[config.mk]
export PLATFORM = sky130hd
export DESIGN_NAME = sfpm_top
export DESIGN_NICKNAME = d
export VERILOG_FILES = /design/src/sfpm_pkg.sv /design/src/sfpm_top.sv
export SDC_FILE = /design/constraint.sdc
export NUM_CORES = 1
export LEC_CHECK = 0
export ABC_CLOCK_PERIOD_IN_PS = 6300
export BUFFER_PORTS_ARGS = -buffer_cell sky130_fd_sc_hd__buf_2
export CORE_AREA = 5 5 130 194
export CTS_CLUSTER_DIAMETER = 30
export DETAILED_ROUTE_END_ITERATION = 10
export DIE_AREA = 0 0 135 199
export PLACE_DENSITY = 0.49
export SETUP_SLACK_MARGIN = 0.5
export SLEW_MARGIN = 20
export SYNTH_ARGS = -nofsm -noshare
export SYNTH_HDL_FRONTEND = slang
export SYNTH_SLANG_ARGS = --single-unit
[constraint.sdc]
create_clock -name core_clk_in -period 6.3 [get_ports core_clk_in]
set_input_delay 0 -clock core_clk_in [delete_from_list [all_inputs] [get_ports core_clk_in]]
set_output_delay 0 -clock core_clk_in [all_outputs]
set_load 0.03 [all_outputs]
[src/sfpm_pkg.sv]
// Package for the supply fault protection manager: map, fields, timing.
// Assumes a 250 MHz core clock and 32-bit AXI4-Lite register access.
package sfpm_pkg;

    // Register byte offsets
    localparam logic [7:0] CTRL_OFS    = 8'h00;
    localparam logic [7:0] DEVSTAT_OFS = 8'h04;
    localparam logic [7:0] SUPSTAT_OFS = 8'h08;
    localparam logic [7:0] IRQSTAT_OFS = 8'h0c;
    localparam logic [7:0] IRQMASK_OFS = 8'h10;

    // Control register fields
    localparam int RETRY_SEL_LSB = 0;
    localparam int OCP_SEL_LSB   = 4;
    localparam int REF_EN_BIT    = 8;
    localparam int CLEAR_BIT     = 12;

    // Device status register fields
    localparam int FAULT_BIT = 0;
    localparam int UVSUM_BIT = 1;
    localparam int OCSUM_BIT = 2;
    localparam int POR_BIT   = 3;

    // Supply status register fields
    localparam int RIN_UV_BIT  = 0;
    localparam int ROUT_UV_BIT = 1;
    localparam int CHARGE_PUMP_UNDERVOLTAGE_BIT   = 2;
    localparam int REF_UV_BIT  = 3;
    localparam int OCP_PH_LSB  = 4;

    // Interrupt status fields
    localparam int IRQ_UV_BIT  = 0;
    localparam int IRQ_OCP_BIT = 1;
    localparam int IRQ_REC_BIT = 2;

    // Reset values
    localparam logic [2:0] RETRY_SEL_RST = 3'h0;
    localparam logic [2:0] OCP_SEL_RST   = 3'h0;
    localparam logic       REF_EN_RST    = 1'b0;
    localparam logic [2:0] IRQMASK_RST   = 3'h0;

    // Selector encodings
    localparam logic [2:0] SEL_SLOW    = 3'h0;
    localparam logic [2:0] SEL_FAST    = 3'h1;
    localparam logic [2:0] OCP_LATCH   = 3'h2;
    localparam logic [2:0] OCP_REPORT  = 3'h3;
    localparam logic [2:0] OCP_OFF     = 3'h7;

    // AXI responses
    localparam logic [1:0] RESP_OKAY   = 2'h0;
    localparam logic [1:0] RESP_SLVERR = 2'h2;

    // Timing
    localparam int CLK_MHZ      = 250;
    localparam int FAST_RETRY_MS = 5;
    localparam int SLOW_RETRY_MS = 50;
    localparam int FAST_RETRY_CYC = FAST_RETRY_MS * CLK_MHZ * 1000;
    localparam int SLOW_RETRY_CYC = SLOW_RETRY_MS * CLK_MHZ * 1000;

    typedef struct packed {
        logic       ref_en;
        logic [2:0] ocp_sel;
        logic [2:0] retry_sel;
    } sfpm_ctrl_s;

endpackage : sfpm_pkg

[src/sfpm_top.sv]
// Supply fault protection manager: undervoltage and overcurrent supervision.
// Assumes asynchronous supply comparators and pins; AXI4-Lite on core clock.
`timescale 1ns/1ps

// Operation
// RULE_01 - Motor supply lockout turns off the bridge, charge pump and logic.
// RULE_02 - The driver resumes by itself once the motor supply recovers.
// RULE_03 - The power-on-reset flag reads low after recovery until a clear.
// RULE_04 - Regulator-input undervoltage stops bridge and serial port and flags it.
// RULE_05 - Regulator-input recovery plus retry period restarts and clears its flag.
// RULE_06 - Regulator-output undervoltage stops bridge and serial port and flags it.
// RULE_07 - Regulator-output recovery plus retry period restarts and clears its flag.
// RULE_08 - Fault and undervoltage summaries stay set until a clear.
// RULE_09 - Retry select 000b picks the slow period and 001b the fast one.
// RULE_10 - Regulator and charge-pump undervoltage checks cannot be turned off.
// RULE_11 - Reference undervoltage check is off at reset and needs its enable bit.
// RULE_12 - Pin-configured parts ignore the reference check and use the fast period.
// RULE_13 - Reference undervoltage stops only the sense amplifiers and flags it.
// RULE_14 - Overcurrent select 010b latches off until condition gone and a clear.
// RULE_15 - Overcurrent select 000b or 001b retries after slow or fast period.
// RULE_16 - Overcurrent select 011b only reports and keeps driving.
// RULE_17 - The retry timer restarts whenever the condition comes back.
module sfpm_top #(
    parameter int FAST_CYC = sfpm_pkg::FAST_RETRY_CYC,
    parameter int SLOW_CYC = sfpm_pkg::SLOW_RETRY_CYC
) (
    input  wire logic        core_clk_in,
    input  wire logic        rst_b_in,
    input  wire logic        pin_variant_in,
    input  wire logic        motor_supply_low_in,
    input  wire logic        regulator_input_undervoltage_in,
    input  wire logic        regulator_output_undervoltage_in,
    input  wire logic        charge_pump_undervoltage_in,
    input  wire logic        sense_reference_undervoltage_in,
    input  wire logic [2:0]  overcurrent_in,
    input  wire logic        sleep_pin_active_low_in,
    output logic             bridge_enable_out,
    output logic             charge_pump_enable_out,
    output logic             logic_enable_out,
    output logic             serial_enable_out,
    output logic             sense_amp_enable_out,
    output logic             fault_pin_active_low_out,
    output logic             fault_pin_oe_out,
    output logic             irq_out,
    input  wire logic [7:0]  s_axi_awaddr,
    input  wire logic        s_axi_awvalid,
    output logic             s_axi_awready,
    input  wire logic [31:0] s_axi_wdata,
    input  wire logic [3:0]  s_axi_wstrb,
    input  wire logic        s_axi_wvalid,
    output logic             s_axi_wready,
    output logic [1:0]       s_axi_bresp,
    output logic             s_axi_bvalid,
    input  wire logic        s_axi_bready,
    input  wire logic [7:0]  s_axi_araddr,
    input  wire logic        s_axi_arvalid,
    output logic             s_axi_arready,
    output logic [31:0]      s_axi_rdata,
    output logic [1:0]       s_axi_rresp,
    output logic             s_axi_rvalid,
    input  wire logic        s_axi_rready
);

    // Two-stage synchronisers for all asynchronous inputs
    localparam int NSYNC = 10;
    logic [NSYNC-1:0] async_w;
    logic [NSYNC-1:0] sync1_reg;
    logic [NSYNC-1:0] sync2_reg;
    assign async_w = {pin_variant_in, sleep_pin_active_low_in, overcurrent_in,
                      sense_reference_undervoltage_in, charge_pump_undervoltage_in,
                      regulator_output_undervoltage_in, regulator_input_undervoltage_in,
                      motor_supply_low_in};

    always_ff @(posedge core_clk_in or negedge rst_b_in)
    begin
        if (!rst_b_in)
        begin
            // Sleep pin idles high in both stages, so no false clear pulse
            sync1_reg <= 10'h100;
            sync2_reg <= 10'h100;
        end
        else
        begin
            sync1_reg <= async_w;
            sync2_reg <= sync1_reg;
        end
    end

    logic       vm_low_w;
    logic       rin_w;
    logic       rout_w;
    logic       cp_w;
    logic       ref_w;
    logic [2:0] ocp_w;
    logic       sleep_w;
    logic       variant_w;
    assign vm_low_w  = sync2_reg[0];
    assign rin_w     = sync2_reg[1];
    assign rout_w    = sync2_reg[2];
    assign cp_w      = sync2_reg[3];
    assign ref_w     = sync2_reg[4];
    assign ocp_w     = sync2_reg[7:5];
    assign sleep_w   = sync2_reg[8];
    assign variant_w = sync2_reg[9];

    // Strap sampled until the synchroniser has filled after reset
    logic       pin_var_reg;
    logic [1:0] strap_cnt_reg;
    logic       sleep_d_reg;
    always_ff @(posedge core_clk_in or negedge rst_b_in)
    begin
        if (!rst_b_in)
        begin
            pin_var_reg    <= 1'b0;
            strap_cnt_reg  <= 2'h0;
            sleep_d_reg    <= 1'b1;
        end
        else
        begin
            if (strap_cnt_reg != 2'h3)
            begin
                strap_cnt_reg <= strap_cnt_reg + 2'h1;
                pin_var_reg   <= variant_w;
            end
            sleep_d_reg <= sleep_w;
        end
    end

    // Registers
    sfpm_pkg::sfpm_ctrl_s ctrl_reg;
    logic [2:0]           irq_stat_reg;
    logic [2:0]           irq_mask_reg;
    logic                 fault_sum_reg;
    logic                 uv_sum_reg;
    logic                 oc_sum_reg;
    logic                 por_reg;
    logic [3:0]           uv_flag_reg;
    logic [2:0]           oc_flag_reg;
    logic                 oc_latch_reg;
    logic [31:0]          uv_cnt_reg;
    logic [31:0]          oc_cnt_reg;
    logic                 vm_low_d_reg;

    // AXI write decode
    logic       wr_go_w;
    logic       clr_cmd_w;
    logic       clear_w;
    logic [7:0] wofs_w;
    assign wr_go_w       = s_axi_awvalid && s_axi_wvalid && !s_axi_bvalid;
    assign s_axi_awready = wr_go_w;
    assign s_axi_wready  = wr_go_w;
    assign wofs_w        = {s_axi_awaddr[7:2], 2'b00};

    function automatic logic mapped(input logic [7:0] ofs);
        mapped = (ofs == sfpm_pkg::CTRL_OFS) || (ofs == sfpm_pkg::DEVSTAT_OFS) ||
                 (ofs == sfpm_pkg::SUPSTAT_OFS) || (ofs == sfpm_pkg::IRQSTAT_OFS) ||
                 (ofs == sfpm_pkg::IRQMASK_OFS);
    endfunction : mapped

    logic wr_ctrl_w;
    logic wr_istat_w;
    logic wr_imask_w;
    assign wr_ctrl_w  = wr_go_w && wofs_w == sfpm_pkg::CTRL_OFS && s_axi_wstrb[0];
    assign wr_istat_w = wr_go_w && wofs_w == sfpm_pkg::IRQSTAT_OFS && s_axi_wstrb[0];
    assign wr_imask_w = wr_go_w && wofs_w == sfpm_pkg::IRQMASK_OFS && s_axi_wstrb[0];
    assign clr_cmd_w  = wr_go_w && wofs_w == sfpm_pkg::CTRL_OFS && s_axi_wstrb[1] &&
                        s_axi_wdata[sfpm_pkg::CLEAR_BIT];
    assign clear_w    = clr_cmd_w || (sleep_d_reg && !sleep_w);

    // Fault detection and retry selection
    logic       ref_act_w;
    logic       uv_cond_w;
    logic       drv_uv_w;
    logic [31:0] uv_per_w;
    logic [31:0] oc_per_w;
    logic [3:0] uv_now_w;
    logic       oc_ev_w;
    logic       oc_on_w;
    logic       oc_retry_w;
    logic       uv_expire_w;
    logic       oc_expire_w;
    assign ref_act_w = ctrl_reg.ref_en && !pin_var_reg && ref_w;            // RULE_11 RULE_12
    assign uv_now_w  = {ref_act_w, cp_w, rout_w, rin_w};                     // RULE_10
    assign uv_cond_w = |uv_now_w;
    assign drv_uv_w  = |uv_flag_reg[2:0];
    assign uv_per_w  = (pin_var_reg || ctrl_reg.retry_sel == sfpm_pkg::SEL_FAST) ?
                       32'(FAST_CYC) : 32'(SLOW_CYC);                         // RULE_09 RULE_12
    assign oc_per_w  = (pin_var_reg || ctrl_reg.ocp_sel == sfpm_pkg::SEL_FAST) ?
                       32'(FAST_CYC) : 32'(SLOW_CYC);                         // RULE_15
    assign oc_on_w   = !pin_var_reg ? ctrl_reg.ocp_sel != sfpm_pkg::OCP_OFF : 1'b1;
    assign oc_retry_w = pin_var_reg || ctrl_reg.ocp_sel == sfpm_pkg::SEL_SLOW ||
                        ctrl_reg.ocp_sel == sfpm_pkg::SEL_FAST;
    assign oc_ev_w   = oc_on_w && |ocp_w;
    assign uv_expire_w = |uv_flag_reg && !uv_cond_w && uv_cnt_reg + 32'h1 >= uv_per_w;
    assign oc_expire_w = oc_retry_w && |oc_flag_reg && !oc_ev_w &&
                         oc_cnt_reg + 32'h1 >= oc_per_w;

    // Retry timers
    always_ff @(posedge core_clk_in or negedge rst_b_in)
    begin
        if (!rst_b_in)
        begin
            uv_cnt_reg <= 32'h0;
            oc_cnt_reg <= 32'h0;
        end
        else
        begin
            if (uv_cond_w || !(|uv_flag_reg) || uv_expire_w)
                uv_cnt_reg <= 32'h0;                                          // RULE_17
            else
                uv_cnt_reg <= uv_cnt_reg + 32'h1;
            if (oc_ev_w || !(|oc_flag_reg) || oc_expire_w)
                oc_cnt_reg <= 32'h0;
            else
                oc_cnt_reg <= oc_cnt_reg + 32'h1;
        end
    end

    // Fault flags
    logic [2:0] oc_next;
    always_comb
    begin
        oc_next = oc_flag_reg;
        if (oc_expire_w)
            oc_next = 3'h0;                                                   // RULE_15
        else if (clear_w && !oc_retry_w && !oc_ev_w)
            oc_next = 3'h0;                                                   // RULE_14 RULE_16
        if (oc_on_w)
            oc_next = oc_next | ocp_w;
    end

    always_ff @(posedge core_clk_in or negedge rst_b_in)
    begin
        if (!rst_b_in)
        begin
            uv_flag_reg   <= 4'h0;
            oc_flag_reg   <= 3'h0;
            oc_latch_reg  <= 1'b0;
            fault_sum_reg <= 1'b0;
            uv_sum_reg    <= 1'b0;
            oc_sum_reg    <= 1'b0;
            por_reg       <= 1'b0;
            vm_low_d_reg  <= 1'b0;
        end
        else
        begin
            vm_low_d_reg <= vm_low_w;
            uv_flag_reg  <= (uv_expire_w ? 4'h0 : uv_flag_reg) | uv_now_w; // RULE_04 RULE_05 RULE_06 RULE_07 RULE_13
            oc_flag_reg  <= oc_next;
            if (oc_ev_w && ctrl_reg.ocp_sel == sfpm_pkg::OCP_LATCH && !pin_var_reg)
                oc_latch_reg <= 1'b1;                                         // RULE_14
            else if (clear_w && !oc_ev_w)
                oc_latch_reg <= 1'b0;
            fault_sum_reg <= (fault_sum_reg && !clear_w) || uv_cond_w || oc_ev_w; // RULE_08
            uv_sum_reg    <= (uv_sum_reg && !clear_w) || uv_cond_w;           // RULE_08
            oc_sum_reg    <= (oc_sum_reg && !clear_w) || oc_ev_w;
            if (vm_low_w)
                por_reg <= 1'b0;                                              // RULE_03
            else if (clear_w)
                por_reg <= 1'b1;
        end
    end

    // Driver enables and fault pin
    logic bridge_off_w;
    assign bridge_off_w = vm_low_w || drv_uv_w ||
                          (oc_retry_w && |oc_flag_reg) || oc_latch_reg;      // RULE_14 RULE_15 RULE_16
    assign bridge_enable_out      = !bridge_off_w;                            // RULE_01 RULE_02
    assign charge_pump_enable_out = !vm_low_w && !uv_flag_reg[sfpm_pkg::CHARGE_PUMP_UNDERVOLTAGE_BIT]; // RULE_01
    assign logic_enable_out       = !vm_low_w;                                // RULE_01
    assign serial_enable_out      = !vm_low_w && !uv_flag_reg[0] && !uv_flag_reg[1]; // RULE_04 RULE_06
    assign sense_amp_enable_out   = !vm_low_w && !uv_flag_reg[sfpm_pkg::REF_UV_BIT]; // RULE_13
    assign fault_pin_oe_out       = !vm_low_w && (|uv_flag_reg || |oc_flag_reg || oc_latch_reg);
    assign fault_pin_active_low_out = 1'b0;

    // Control and interrupt registers
    logic [2:0] irq_ev_w;
    assign irq_ev_w = {uv_expire_w || oc_expire_w, oc_ev_w && !(|oc_flag_reg),
                       uv_cond_w && !(|uv_flag_reg)};
    always_ff @(posedge core_clk_in or negedge rst_b_in)
    begin
        if (!rst_b_in)
        begin
            ctrl_reg     <= '{ref_en: sfpm_pkg::REF_EN_RST, ocp_sel: sfpm_pkg::OCP_SEL_RST,
                              retry_sel: sfpm_pkg::RETRY_SEL_RST};
            irq_mask_reg <= sfpm_pkg::IRQMASK_RST;
            irq_stat_reg <= 3'h0;
        end
        else
        begin
            if (wr_ctrl_w)
            begin
                ctrl_reg.retry_sel <= s_axi_wdata[sfpm_pkg::RETRY_SEL_LSB +: 3];
                ctrl_reg.ocp_sel   <= s_axi_wdata[sfpm_pkg::OCP_SEL_LSB +: 3];
            end
            if (wr_go_w && wofs_w == sfpm_pkg::CTRL_OFS && s_axi_wstrb[1])
                ctrl_reg.ref_en <= s_axi_wdata[sfpm_pkg::REF_EN_BIT];         // RULE_11
            if (wr_imask_w)
                irq_mask_reg <= s_axi_wdata[2:0];
            irq_stat_reg <= (irq_stat_reg & ~(wr_istat_w ? s_axi_wdata[2:0] : 3'h0)) | irq_ev_w;
        end
    end
    assign irq_out = |(irq_stat_reg & irq_mask_reg);

    // AXI responses
    logic [7:0]  rofs_w;
    logic [31:0] rd_w;
    assign rofs_w        = {s_axi_araddr[7:2], 2'b00};
    assign s_axi_arready = !s_axi_rvalid;
    always_comb
    begin
        rd_w = 32'h0;
        case (rofs_w)
            sfpm_pkg::CTRL_OFS:    rd_w = {23'h0, ctrl_reg.ref_en, 1'b0, ctrl_reg.ocp_sel,
                                           1'b0, ctrl_reg.retry_sel};
            sfpm_pkg::DEVSTAT_OFS: rd_w = {28'h0, por_reg, oc_sum_reg, uv_sum_reg, fault_sum_reg};
            sfpm_pkg::SUPSTAT_OFS: rd_w = {25'h0, oc_flag_reg, uv_flag_reg};
            sfpm_pkg::IRQSTAT_OFS: rd_w = {29'h0, irq_stat_reg};
            sfpm_pkg::IRQMASK_OFS: rd_w = {29'h0, irq_mask_reg};
            default:               rd_w = 32'h0;
        endcase
    end

    always_ff @(posedge core_clk_in or negedge rst_b_in)
    begin
        if (!rst_b_in)
        begin
            s_axi_bvalid <= 1'b0;
            s_axi_bresp  <= sfpm_pkg::RESP_OKAY;
            s_axi_rvalid <= 1'b0;
            s_axi_rresp  <= sfpm_pkg::RESP_OKAY;
            s_axi_rdata  <= 32'h0;
        end
        else
        begin
            if (wr_go_w)
            begin
                s_axi_bvalid <= 1'b1;
                s_axi_bresp  <= mapped(wofs_w) ? sfpm_pkg::RESP_OKAY : sfpm_pkg::RESP_SLVERR;
            end
            else if (s_axi_bready)
                s_axi_bvalid <= 1'b0;
            if (s_axi_arvalid && !s_axi_rvalid)
            begin
                s_axi_rvalid <= 1'b1;
                s_axi_rdata  <= rd_w;
                s_axi_rresp  <= mapped(rofs_w) ? sfpm_pkg::RESP_OKAY : sfpm_pkg::RESP_SLVERR;
            end
            else if (s_axi_rready)
                s_axi_rvalid <= 1'b0;
        end
    end

    // Checks
    vm_lockout_a: assert property (@(posedge core_clk_in) disable iff (!rst_b_in) // RULE_01
        vm_low_w |-> !bridge_enable_out && !charge_pump_enable_out && !logic_enable_out)
        else $error("bridge not off under motor lockout");
    vm_resume_a: assert property (@(posedge core_clk_in) disable iff (!rst_b_in) // RULE_02
        $fell(vm_low_w) && !(|uv_flag_reg) && !(|oc_flag_reg) && !oc_latch_reg
        |-> bridge_enable_out && charge_pump_enable_out)
        else $error("driver not resumed after motor supply return");
    por_hold_a: assert property (@(posedge core_clk_in) disable iff (!rst_b_in) // RULE_03
        $past(vm_low_w) && !clear_w ##1 !clear_w |-> !por_reg)
        else $error("power-on flag set without clear");
    rin_fault_a: assert property (@(posedge core_clk_in) disable iff (!rst_b_in) // RULE_04
        rin_w && !vm_low_w |=> !bridge_enable_out && !serial_enable_out && fault_pin_oe_out
        && uv_sum_reg && fault_sum_reg)
        else $error("input undervoltage not acted upon");
    uv_restart_a: assert property (@(posedge core_clk_in) disable iff (!rst_b_in) // RULE_05
        uv_expire_w |=> uv_flag_reg == 4'h0 && uv_cnt_reg == 32'h0)
        else $error("undervoltage flags not cleared at retry end");
    rout_fault_a: assert property (@(posedge core_clk_in) disable iff (!rst_b_in) // RULE_06
        rout_w |=> uv_flag_reg[sfpm_pkg::ROUT_UV_BIT] [*1] ##0 !serial_enable_out)
        else $error("output undervoltage not flagged");
    summary_hold_a: assert property (@(posedge core_clk_in) disable iff (!rst_b_in) // RULE_08
        uv_sum_reg && !clear_w |=> uv_sum_reg && fault_sum_reg)
        else $error("summary flag lost without clear");
    timer_restart_a: assert property (@(posedge core_clk_in) disable iff (!rst_b_in) // RULE_17
        uv_cond_w |=> uv_cnt_reg == 32'h0)
        else $error("retry timer not restarted");
    ref_off_a: assert property (@(posedge core_clk_in) disable iff (!rst_b_in) // RULE_11
        !ctrl_reg.ref_en ##1 !vm_low_w |-> sense_amp_enable_out || $past(uv_flag_reg[3]))
        else $error("reference check active while disabled");
    oc_latch_a: assert property (@(posedge core_clk_in) disable iff (!rst_b_in) // RULE_14
        oc_latch_reg && !clear_w |=> !bridge_enable_out)
        else $error("latched overcurrent released without clear");

endmodule : sfpm_top

==> impl_metrics.tcl, run 1 <==
set metrics [dict create \
    status "completed" \
    layout.nets 867 \
    wire_per_inst_um 14.3 \
    dp_slack_ns 2.10 \
    finalWirelength_um 15700 \
    postCtsResizedCells 0 \
    synth_edf_count 0 \
    path_buf_inv 0 \
    synth_cell_types 74 \
    powerDensity_mw_per_mm2 229 \
    rsz0062_at_grt "no" \
    p_sw_w 0.000506 \
    fmax_ghz 0.239 \
    yosysWarnings 0 \
    place_area_mm2 0.00742 \
    slew_headroom_pct 35.6 \
    slew_violations 0 \
    grt_start_max_net_pins 73 \
    dieArea_mm2 0.0269 \
    drtAntennaViolNets 0 \
    nFillCells 2394 \
    clk_path_buf_depth 2 \
    core_mm2 0.0234 \
    stdcell_area_mm2 0.00827 \
    synth_flop_cell "dfrtp_1" \
    cts_buffers 17 \
    critPathKind "flop to flop" \
    reg2reg_depth 14 \
    num_io_pins 118 \
    crit_slowest_cell "or3_4" \
    setup_viol 0 \
    crit_path_start_kind "flop" \
    setup_slack_ns 2.12 \
    cp.required_ns 6.66 \
    switching_share_pct 26.7 \
    gp_congestion 0.771 \
    crit_chain "ha_1 -> and3_1 -> and2_0 -> and3_1 -> xor2_1 -> ha_1 -> a21o_1 -> a211o_1 -> a211oi_1 -> a2111oi_0 -> o211ai_1 -> nand4_1 -> or3_4 -> and2b_1" \
    grt_util_all_layers_pct 12.5 \
    dp_cells 1036 \
    avgViaCountPerCell 4.55 \
    pwr-share-clk_pct 47.4 \
    endpoint_kind "flop" \
    synth-async-reset-ratio_pct 100 \
    antennaDiodeCount 0 \
    period_minus_slack_ns 4.18 \
    power_leakage_nw 3.71 \
    grt_pass1_wl_um 26500 \
    layout.cells.non_filler 1099 \
    worstSetupPathDepth 14 \
    timing.final.crit_share_pct 66.4 \
    antenna_found_initial 0 \
    cts.clk_slew.worst_paths_ns 0.06 \
    max_stage_delay_ns 0.58 \
    syn_to_final_growth_pct 20.7 \
    grt_overflow 0 \
    p_comb_share_pct 8.1 \
    p_int_w 0.00139 \
    cts_sinks 125 \
    yosysSeqAreaShare_pct 45.7 \
    cts_htree_levels 4 \
    crit_fanout 24 \
    root_buffer "clkbuf_16" \
    dieHeight_um 199 \
    syn-cell-area_mm2 0.00685 \
    drc 0 \
    start_util_pct 29.3 \
    hpwl_um 11500 \
    grt_pass1_vias 5302 \
    min_path_type "primary input to flop" \
    syn-mean-instance-area_um2 10.4 \
    hold_depth 3 \
    drtPass1Iterations 5 \
    max_cap_viol_count 0 \
    p_seq_share_pct 44.5 \
    drt_iter0_drc 220 \
    fin_skew_ns 0.00862 \
    insertion_delay_ns 0.42 \
    worst_pin_slew_ns 0.957 \
    finalHoldViolCount 0 \
    port_buffers 60 \
    die_w_um 135 \
    vias 5002 \
    peakVddDrop_mv 0.175 \
    crit_family "simple AND/OR/NAND/NOR gates" \
    syn_inst 660 \
    tritoncts "done" \
    cp.arrival_ns 4.54 \
    ys_ff_latch 125 \
    finalSetupTns_ns 0 \
    drive_gt1_share_pct 20.8 \
    fp-row-count 69 \
]
## tightest hold or removal path, cell delays in order
cell	delay (ns)
buf_2	0.07
a21oi_1	0.16
a21oi_1	0.17
## synthesized netlist by cell type (7+ instances only)
cell / n / area share [%]
o21ai_0: 25 / 1.8
xor2_1: 13 / 1.7
clkbuf_1: 7 / 0.38
nor2b_2: 7 / 0.90
a21oi_1: 10 / 0.73
and3_1: 15 / 1.4
nand3_1: 17 / 1.2
nor3_2: 12 / 1.8
nand2_1: 75 / 4.1
nor3_1: 13 / 0.95
nor2_1: 58 / 3.2
a21o_1: 11 / 1.2
ha_1: 31 / 5.7
mux2_2: 12 / 2.0
inv_1: 16 / 0.88
dfrtp_1: 122 / 45
nand4_1: 12 / 1.1
xnor2_1: 40 / 5.1
nor2b_1: 7 / 0.64
buf_4: 29 / 3.2
## power groups by stage
stage	clock (W)	sequential, W	combinational [W]
after CTS	0.000925	0.000842	0.000156
after global placement	0	0.000855	0.000140
after detailed placement	0	0.000856	0.000140
after floorplan	0	0.000861	0.0000892
after global routing	0.000961	0.000845	0.000171
final	0.000898	0.000842	0.000153
## cells in the final DEF, fill, tap and decap left out, drive strengths merged, types with 4 or more instances in the layout
cell | netlist | final
ha | 31 | 31
inv | 16 | 23
a211oi | 4 | 4
mux2 | 12 | 12
nand3 | 20 | 20
nor2 | 61 | 61
mux2i | 6 | 6
a31oi | 4 | 4
a21o | 11 | 11
nor2b | 17 | 17
o21ai | 28 | 28
and3 | 15 | 15
and2 | 5 | 5
a22oi | 4 | 4
a211o | 4 | 4
nor3 | 25 | 25
nand4 | 15 | 15
nand2 | 76 | 76
dfrtp | 122 | 122
clkinv | 0 | 5
xor2 | 13 | 13
a21oi | 13 | 13
nor4 | 10 | 10
and4 | 8 | 8
nand3b | 5 | 5
or2 | 4 | 4
xnor2 | 40 | 40
nand2b | 6 | 6
buf | 34 | 64
or3 | 6 | 6
dlygate4sd3 | 0 | 31
conb | 1 | 35
clkbuf | 7 | 18
## through the flow
step                      hold slack [ns]  util [%]  power, W
after floorplan                    -0.296         -  0.000951
after global placement              0.109      31.7  0.000995
after detailed placement            0.110      31.7  0.000996
after CTS                         0.00770      35.3   0.00192
after global routing               0.0292      35.3   0.00198
final                              0.0249      35.3   0.00189
## routing by layer
metal,track usage [%],up-vias,share of wire [%]
li1,-,2489,-
met1,14.1,2413,41
met2,23.1,83,54
met3,2.88,17,3.3
met4,4.33,0,1.8
met5,0,-,0
## worst paths after layout
kind	from	end	slack, ns
worst min register to register	sync1_reg[5]	sync2_reg[5]	0.35
worst max-delay path	uv_cnt_reg[0]	uv_cnt_reg[6]	2.12
worst max register to register	uv_cnt_reg[0]	uv_cnt_reg[6]	2.12
worst min-delay path	s_axi_wdata[12]	por_reg	0.02
max in group asynchronous	rst_b_in	oc_cnt_reg[27]	4.67
min in group asynchronous	rst_b_in	s_axi_rdata[0]	0.18
## what timing repair did
| item | CTS | global route |
|---|---|---|
| buffers inserted | 0 | 0 |
| hold endpoints to repair | 78 | 0 |
| hold buffers | 31 | 0 |
## cell families after synthesis
| group | count (synthesis) | synth area share (%) |
|---|---|---|
| xor gates and xnor gates | 53 | 6.78 |
| muxes | 21 | 3.84 |
| AOI/OAI and AO/OA | 85 | 8.39 |
| DFF | 125 | 45.7 |
| buffers and inverters | 57 | 5.13 |
| adders and majority gates | 31 | 5.66 |
| and+or+nand+nor | 287 | 24.4 |
| other | 1 | 0.0548 |
## final cells by class
type	instances	area (um2)	area share [%]
Tap cell	319	399	4.83
Timing Repair Buffer	95	643	7.78
Sequential cell	125	3130	37.9
Clock buffer	18	429	5.19
Multi-Input combinational cell	512	3490	42.3
Clock inverter	14	109	1.32
Inverter	16	60.1	0.727
Note: power is estimated with default switching activity, not from simulation.
==> run 2, diff against run 1 <==
--- a/config.mk
+++ b/config.mk
@@ -5,13 +5,13 @@
 export SDC_FILE = /design/constraint.sdc
 export NUM_CORES = 1
 export LEC_CHECK = 0
-export ABC_CLOCK_PERIOD_IN_PS = 6300
+export ABC_CLOCK_PERIOD_IN_PS = 3700
 export BUFFER_PORTS_ARGS = -buffer_cell sky130_fd_sc_hd__buf_2
 export CORE_AREA = 5 5 130 194
 export CTS_CLUSTER_DIAMETER = 30
 export DETAILED_ROUTE_END_ITERATION = 10
 export DIE_AREA = 0 0 135 199
-export PLACE_DENSITY = 0.49
+export PLACE_DENSITY = 0.51
 export SETUP_SLACK_MARGIN = 0.5
 export SLEW_MARGIN = 20
 export SYNTH_ARGS = -nofsm -noshare
==> constraint.sdc (replaced) <==
create_clock -name core_clk_in -period 3.7 [get_ports core_clk_in]
set_input_delay 0 -clock core_clk_in [delete_from_list [all_inputs] [get_ports core_clk_in]]
set_output_delay 0 -clock core_clk_in [all_outputs]
set_load 0.03 [all_outputs]
==> impl_metrics.tcl, run 2 (synthesis results as in run 1) <==
set metrics [dict create \
    rsz0062_at_grt "yes" \
    finalHoldViolCount 0 \
    path_buf_inv 1 \
    gp_congestion 0.824 \
    gr-usage-met3_pct 2.58 \
    crit_slowest_cell "or3_4" \
    clk_path_buf_depth 2 \
    crit_path_start_kind "flop" \
    cts_htree_levels 4 \
    insertion_delay_ns 0.42 \
    avgViaCountPerCell 4.63 \
    syn_to_final_growth_pct 30.2 \
    peakVddDrop_mv 0.347 \
    root_buffer "clkbuf_16" \
    start_util_pct 29.3 \
    vias 5288 \
    cpMostUsedCell "nand4_1" \
    period_minus_slack_ns 3.42 \
    stdcell_area_mm2 0.00892 \
    cts_sinks 125 \
    cp.arrival_ns 3.77 \
    wire_per_inst_um 14.5 \
    cts_buffers 17 \
    multi_input_area_mm2 0.00373 \
    power_leakage_nw 4.06 \
    drtPass1Iterations 6 \
    setup_slack_ns 0.279 \
    layout.nets 910 \
    final_cell_mix "dfrtp_1 (114), nand2_1 (74), buf_2 (59), nor2_1 (57), buf_4 (42)" \
    cts.clk_slew.worst_paths_ns 0.07 \
    dp_slack_ns -0.00792 \
    drc 0 \
    grt_start_max_net_pins 53 \
    layout_commonest_cell "dfrtp_1" \
    min_path_type "primary input to flop" \
    drt_iter0_drc 204 \
    grt_util_all_layers_pct 13.0 \
    dieHeight_um 199 \
    crit_chain "and4_4 -> and3_4 -> nand4_1 -> xnor2_2 -> ha_1 -> a211o_1 -> a211oi_2 -> a2111oi_2 -> o211ai_1 -> nand4_1 -> or3_4 -> buf_12 -> nor2b_2" \
    status "completed" \
    port_buffers 60 \
    antennaDiodeCount 0 \
    slew_headroom_pct 43.5 \
    p_total_w 0.00330 \
    place_area_mm2 0.00758 \
    antenna_found_initial 0 \
    grt_use_met1_pct 13.9 \
    slew_violations 0 \
    nFillCells 2357 \
    grt_busiest_layer "met2" \
    fin_skew_ns 0.0141 \
    endpoint_kind "flop" \
    seqCellArea_mm2 0.00314 \
    fmax_ghz 0.292 \
    finalWirelength_um 16600 \
    grt_use_met2_pct 24.5 \
    crit_family "simple AND/OR/NAND/NOR gates" \
    crit_fanout 8 \
    drtAntennaViolNets 0 \
    max_stage_delay_ns 0.44 \
    finalSetupTns_ns 0 \
    grt_pass1_wl_um 27700 \
    grt_overflow 0 \
    grt_pass1_vias 5494 \
    timing.final.crit_share_pct 92.5 \
    powerDensity_mw_per_mm2 369 \
    num_io_pins 118 \
    worst_pin_slew_ns 0.839 \
    max_cap_viol_count 0 \
    drive_gt1_share_pct 29.0 \
    fp-row-count 69 \
    core_mm2 0.0234 \
    tritoncts "done" \
    dieArea_mm2 0.0269 \
    setup_viol 0 \
    die_w_um 135 \
    hpwl_um 12300 \
    critPathKind "flop to flop" \
    cp.required_ns 4.05 \
]
## run 2: report_power, final
group / internal [W] / switching, W
combinational: 0.0000929 / 0.000177
clock: 0.000892 / 0.000702
sequential: 0.00141 / 0.0000262
total: 0.00239 / 0.000905
## run 2: final timing paths
path	start	to	slack [ns]	depth (start not counted)
worst min-delay path	s_axi_araddr[4]	s_axi_rdata[8]	0.03	4
worst min register to register	sync1_reg[2]	sync2_reg[2]	0.35	0
worst max register to register	uv_cnt_reg[3]	uv_cnt_reg[18]	0.28	13
max in group asynchronous	rst_b_in	oc_cnt_reg[10]	2.51	3
min in group asynchronous	rst_b_in	uv_cnt_reg[5]	0.15	2
worst max-delay path	uv_cnt_reg[3]	uv_cnt_reg[18]	0.28	13
## run 2: per-stage QoR
stage | utilization [%] | std cells | hold WS (ns)
global route | 38.1 | 1142 | 0.0397
finish | 38.1 | 1142 | 0.0324
floorplan | - | 694 | -0.296
global placement | 32.4 | 1052 | 0.0748
detailed placement | 32.4 | 1052 | 0.0826
CTS | 37.0 | 1128 | 0.0205
## run 2: worst register-to-register path: cells and delay by family (launching register included)
| kind | cells | cell delay, ns |
|---|---|---|
| compound gates | 4 | 0.83 |
| xor+xnor | 1 | 0.26 |
| fa+ha+maj | 1 | 0.29 |
| buf+inv | 1 | 0.19 |
| flops | 1 | 0.42 |
| simple gates | 6 | 1.37 |
## run 2: cell type report
type	count	area share [%]
clock buffers	17	4.77
repair buffers	138	11.4
clock inverters	15	1.59
multi-input cells	512	41.8
inverters	16	0.673
well taps	319	4.48
flip-flops and latches	125	35.2
## run 2: repair_timing
item,in CTS,in global routing
cloned,1,0
hold buffers,32,0
hold endpoints to repair,76,0
endpoints found under the setup margin,62,62
buffers inserted,11,14
gates resized for setup,21,32
pin swaps,17,14
## run 2: routing by layer
metal	wire length [um]	vias up
li1	-	2582
met4	522	0
met1	6320	2569
met5	0	-
met3	496	32
met2	9220	105
==> run 3, diff against run 2 <==
--- a/config.mk
+++ b/config.mk
@@ -5,12 +5,13 @@
 export SDC_FILE = /design/constraint.sdc
 export NUM_CORES = 1
 export LEC_CHECK = 0
+export ABC_AREA = 1
 export ABC_CLOCK_PERIOD_IN_PS = 3700
 export BUFFER_PORTS_ARGS = -buffer_cell sky130_fd_sc_hd__buf_2
-export CORE_AREA = 5 5 130 194
+export CORE_AREA = 5 5 134 200
 export CTS_CLUSTER_DIAMETER = 30
 export DETAILED_ROUTE_END_ITERATION = 10
-export DIE_AREA = 0 0 135 199
+export DIE_AREA = 0 0 139 205
 export PLACE_DENSITY = 0.51
 export SETUP_SLACK_MARGIN = 0.5
 export SLEW_MARGIN = 20
==> impl_metrics.tcl, run 3 <==
set metrics [dict create \
    cts.clk_slew.worst_paths_ns 0.06 \
    die_w_um 139 \
    synth_flop_cell "dfrtp_1" \
    min_path_type "primary input to flop" \
    tritoncts "done" \
    syn-mean-instance-area_um2 7.44 \
    grt_pass1_vias 6573 \
    syn_inst 990 \
    synth-async-reset-ratio_pct 100 \
    endpoint_kind "flop" \
    switching_share_pct 26.9 \
    setup_slack_ns 0.778 \
    port_buffers 60 \
    drtPass1Iterations 5 \
    synth_most_common_cell "nand2_1" \
    vias 6280 \
    avgViaCountPerCell 4.34 \
    muxShareOfSynthArea_pct 0.765 \
    syn_to_final_growth_pct 21.2 \
    fp-row-count 71 \
    synth_common_cells "nand2_1 (262), nor2_1 (170), inv_1 (145)" \
    pwr-share-clk_pct 48.0 \
    antennaDiodeCount 0 \
    root_buffer "clkbuf_16" \
    rsz0062_at_grt "no" \
    final_util_pct 35.9 \
    dieHeight_um 205 \
    finalHoldViolCount 0 \
    start_util_pct 29.6 \
    grt_start_max_net_pins 103 \
    p_comb_share_pct 8.9 \
    synth_cell_types 41 \
    synth_top_family_by_area "simple AND/OR/NAND/NOR gates" \
    drc 0 \
    synth_xor_area_share_pct 3.81 \
    status "completed" \
    cp.required_ns 4.04 \
    powerDensity_mw_per_mm2 374 \
    max_cap_viol_count 0 \
    drtAntennaViolNets 0 \
    p_sw_w 0.000897 \
    dieArea_mm2 0.0285 \
    dp_slack_ns 0.593 \
    synth_top_cell_area_share_pct 41.5 \
    synth.top_cells.by_area "dfrtp_1 (41%), nand2_1 (13%), nor2_1 (8.7%), inv_1 (7.4%), ha_1 (5.3%)" \
    finalSetupTns_ns 0 \
    yosysSeqAreaShare_pct 42.5 \
    timing.final.crit_share_pct 79.0 \
    synth_top_area_cell "dfrtp_1" \
    synth_adder_area_share_pct 5.27 \
    p_int_w 0.00244 \
    cp.arrival_ns 3.26 \
    grt_pass1_wl_um 31200 \
    insertion_delay_ns 0.43 \
    setup_viol 0 \
    layout.nets 1206 \
    peakVddDrop_mv 0.277 \
    worst_pin_slew_ns 0.970 \
    wire_per_inst_um 13.0 \
    ys_ff_latch 125 \
    power_leakage_nw 4.28 \
    layout_commonest_cell "nand2_1" \
    p_total_w 0.00333 \
    drt_iter0_drc 288 \
    crit_path_start_kind "flop" \
    fin_skew_ns 0.0107 \
    num_io_pins 118 \
    p_seq_share_pct 43.1 \
    period_minus_slack_ns 2.92 \
    critPathKind "flop to flop" \
    dp_cells 1383 \
    slew_violations 0 \
    synth_simple_gate_area_share_pct 31.8 \
    core_mm2 0.0249 \
    yosysWarnings 0 \
    crit_fanout 16 \
    fmax_ghz 0.342 \
    grt_util_all_layers_pct 13.7 \
    antenna_found_initial 0 \
    drive_gt1_share_pct 12.6 \
    synth_edf_count 0 \
    syn-cell-area_mm2 0.00736 \
    cts_htree_levels 4 \
    synth_compound_area_share_pct 4.86 \
    cts_sinks 125 \
    finalWirelength_um 18800 \
    final_cell_mix "nand2_1 (262), nor2_1 (169), inv_1 (145), dfrtp_1 (121), buf_2 (59)" \
    layout.cells.non_filler 1447 \
    cts_buffers 17 \
    rrSetupSlack_ns 0.78 \
    slew_headroom_pct 35.3 \
    clk_path_buf_depth 2 \
    gp_congestion 0.833 \
    grt_overflow 0 \
    hpwl_um 14400 \
]
[run 3: changes by cell type after synthesis, moves of 8 or more]
cell | before | now
a21o_1 | 11 | 3
a21oi_1 | 10 | 23
and3_1 | 15 | 3
inv_1 | 16 | 145
nand2_1 | 75 | 262
nand3_1 | 17 | 53
nand3b_1 | 5 | 13
nor2_1 | 58 | 170
nor2_2 | 3 | 18
nor3_2 | 12 | 0
xnor2_1 | 40 | 16
[run 3: timing repair]
item	CTS	global route
setup buffers	0	0
endpoints found under the hold margin	130	0
setup endpoints to repair	0	61
gates resized for setup	0	10
hold buffers	31	0
[run 3: power groups by stage]
stage / clock, W / sequential [W] / combinational [W]
after global routing: 0.00170 / 0.00144 / 0.000334
after detailed placement: 0 / 0.00146 / 0.000274
after floorplan: 0 / 0.00148 / 0.000165
after global placement: 0 / 0.00146 / 0.000272
after CTS: 0.00164 / 0.00144 / 0.000302
final: 0.00160 / 0.00144 / 0.000298
[run 3: metal layers]
layer	routed length, um	GRT usage (%)	up-vias
met4	575	5.70	0
met3	514	2.69	34
met5	0	0	-
li1	-	-	3241
met1	7290	13.9	2915
met2	10400	26.9	90
[run 3: path summary, 6_finish.rpt]
kind,start,endpoint,cells after the start
min,s_axi_araddr[3],s_axi_rdata[3],5
max reg2reg,oc_cnt_reg[6],oc_cnt_reg[23],16
min reg2reg,sync1_reg[5],sync2_reg[5],0
max in group asynchronous,rst_b_in,uv_cnt_reg[9],3
max,oc_cnt_reg[6],oc_cnt_reg[23],16
min in group asynchronous,rst_b_in,sync1_reg[7],2
[run 3: cell type report]
| class | instances | area, um2 |
|---|---|---|
| multi-input combinational | 721 | 3610 |
| timing repair buffer | 96 | 658 |
| clock buffer | 17 | 425 |
| tap | 328 | 410 |
| inverter | 145 | 544 |
| sequential | 125 | 3130 |
| fill | 2694 | 16000 |
| clock inverter | 15 | 138 |
[run 3: worst max-delay path, stage by stage, from the launching register on]
cell	delay, ns
dfrtp_1	0.42
nand2_1	0.12
nor2_1	0.17
nand2_1	0.08
nor2_1	0.31
xor2_1	0.25
ha_1	0.28
a21o_1	0.16
a21oi_1	0.12
nand2_1	0.07
nand2_1	0.06
nand2_1	0.07
nand2_1	0.07
nand3_1	0.12
nand2_4	0.21
nand2_8	0.13
nor2_1	0.18
[run 3: per-stage QoR]
stage | instance area (um2) | hold slack [ns]
finish | 8920 | 0.0397
global route | 8920 | 0.0658
CTS | 8860 | 0.0257
detailed placement | 7990 | 0.107
global placement | 7990 | 0.106
floorplan | 7490 | -0.296
[run 3: cells by family after synthesis]
group | count (synthesis)
AO/OA/AOI/OAI | 64
XOR/XNOR | 32
adder cells (fa/ha/maj) | 31
buffers and inverters | 179
flip-flops | 125
multiplexers | 5
other | 1
AND/OR/NAND/NOR | 553
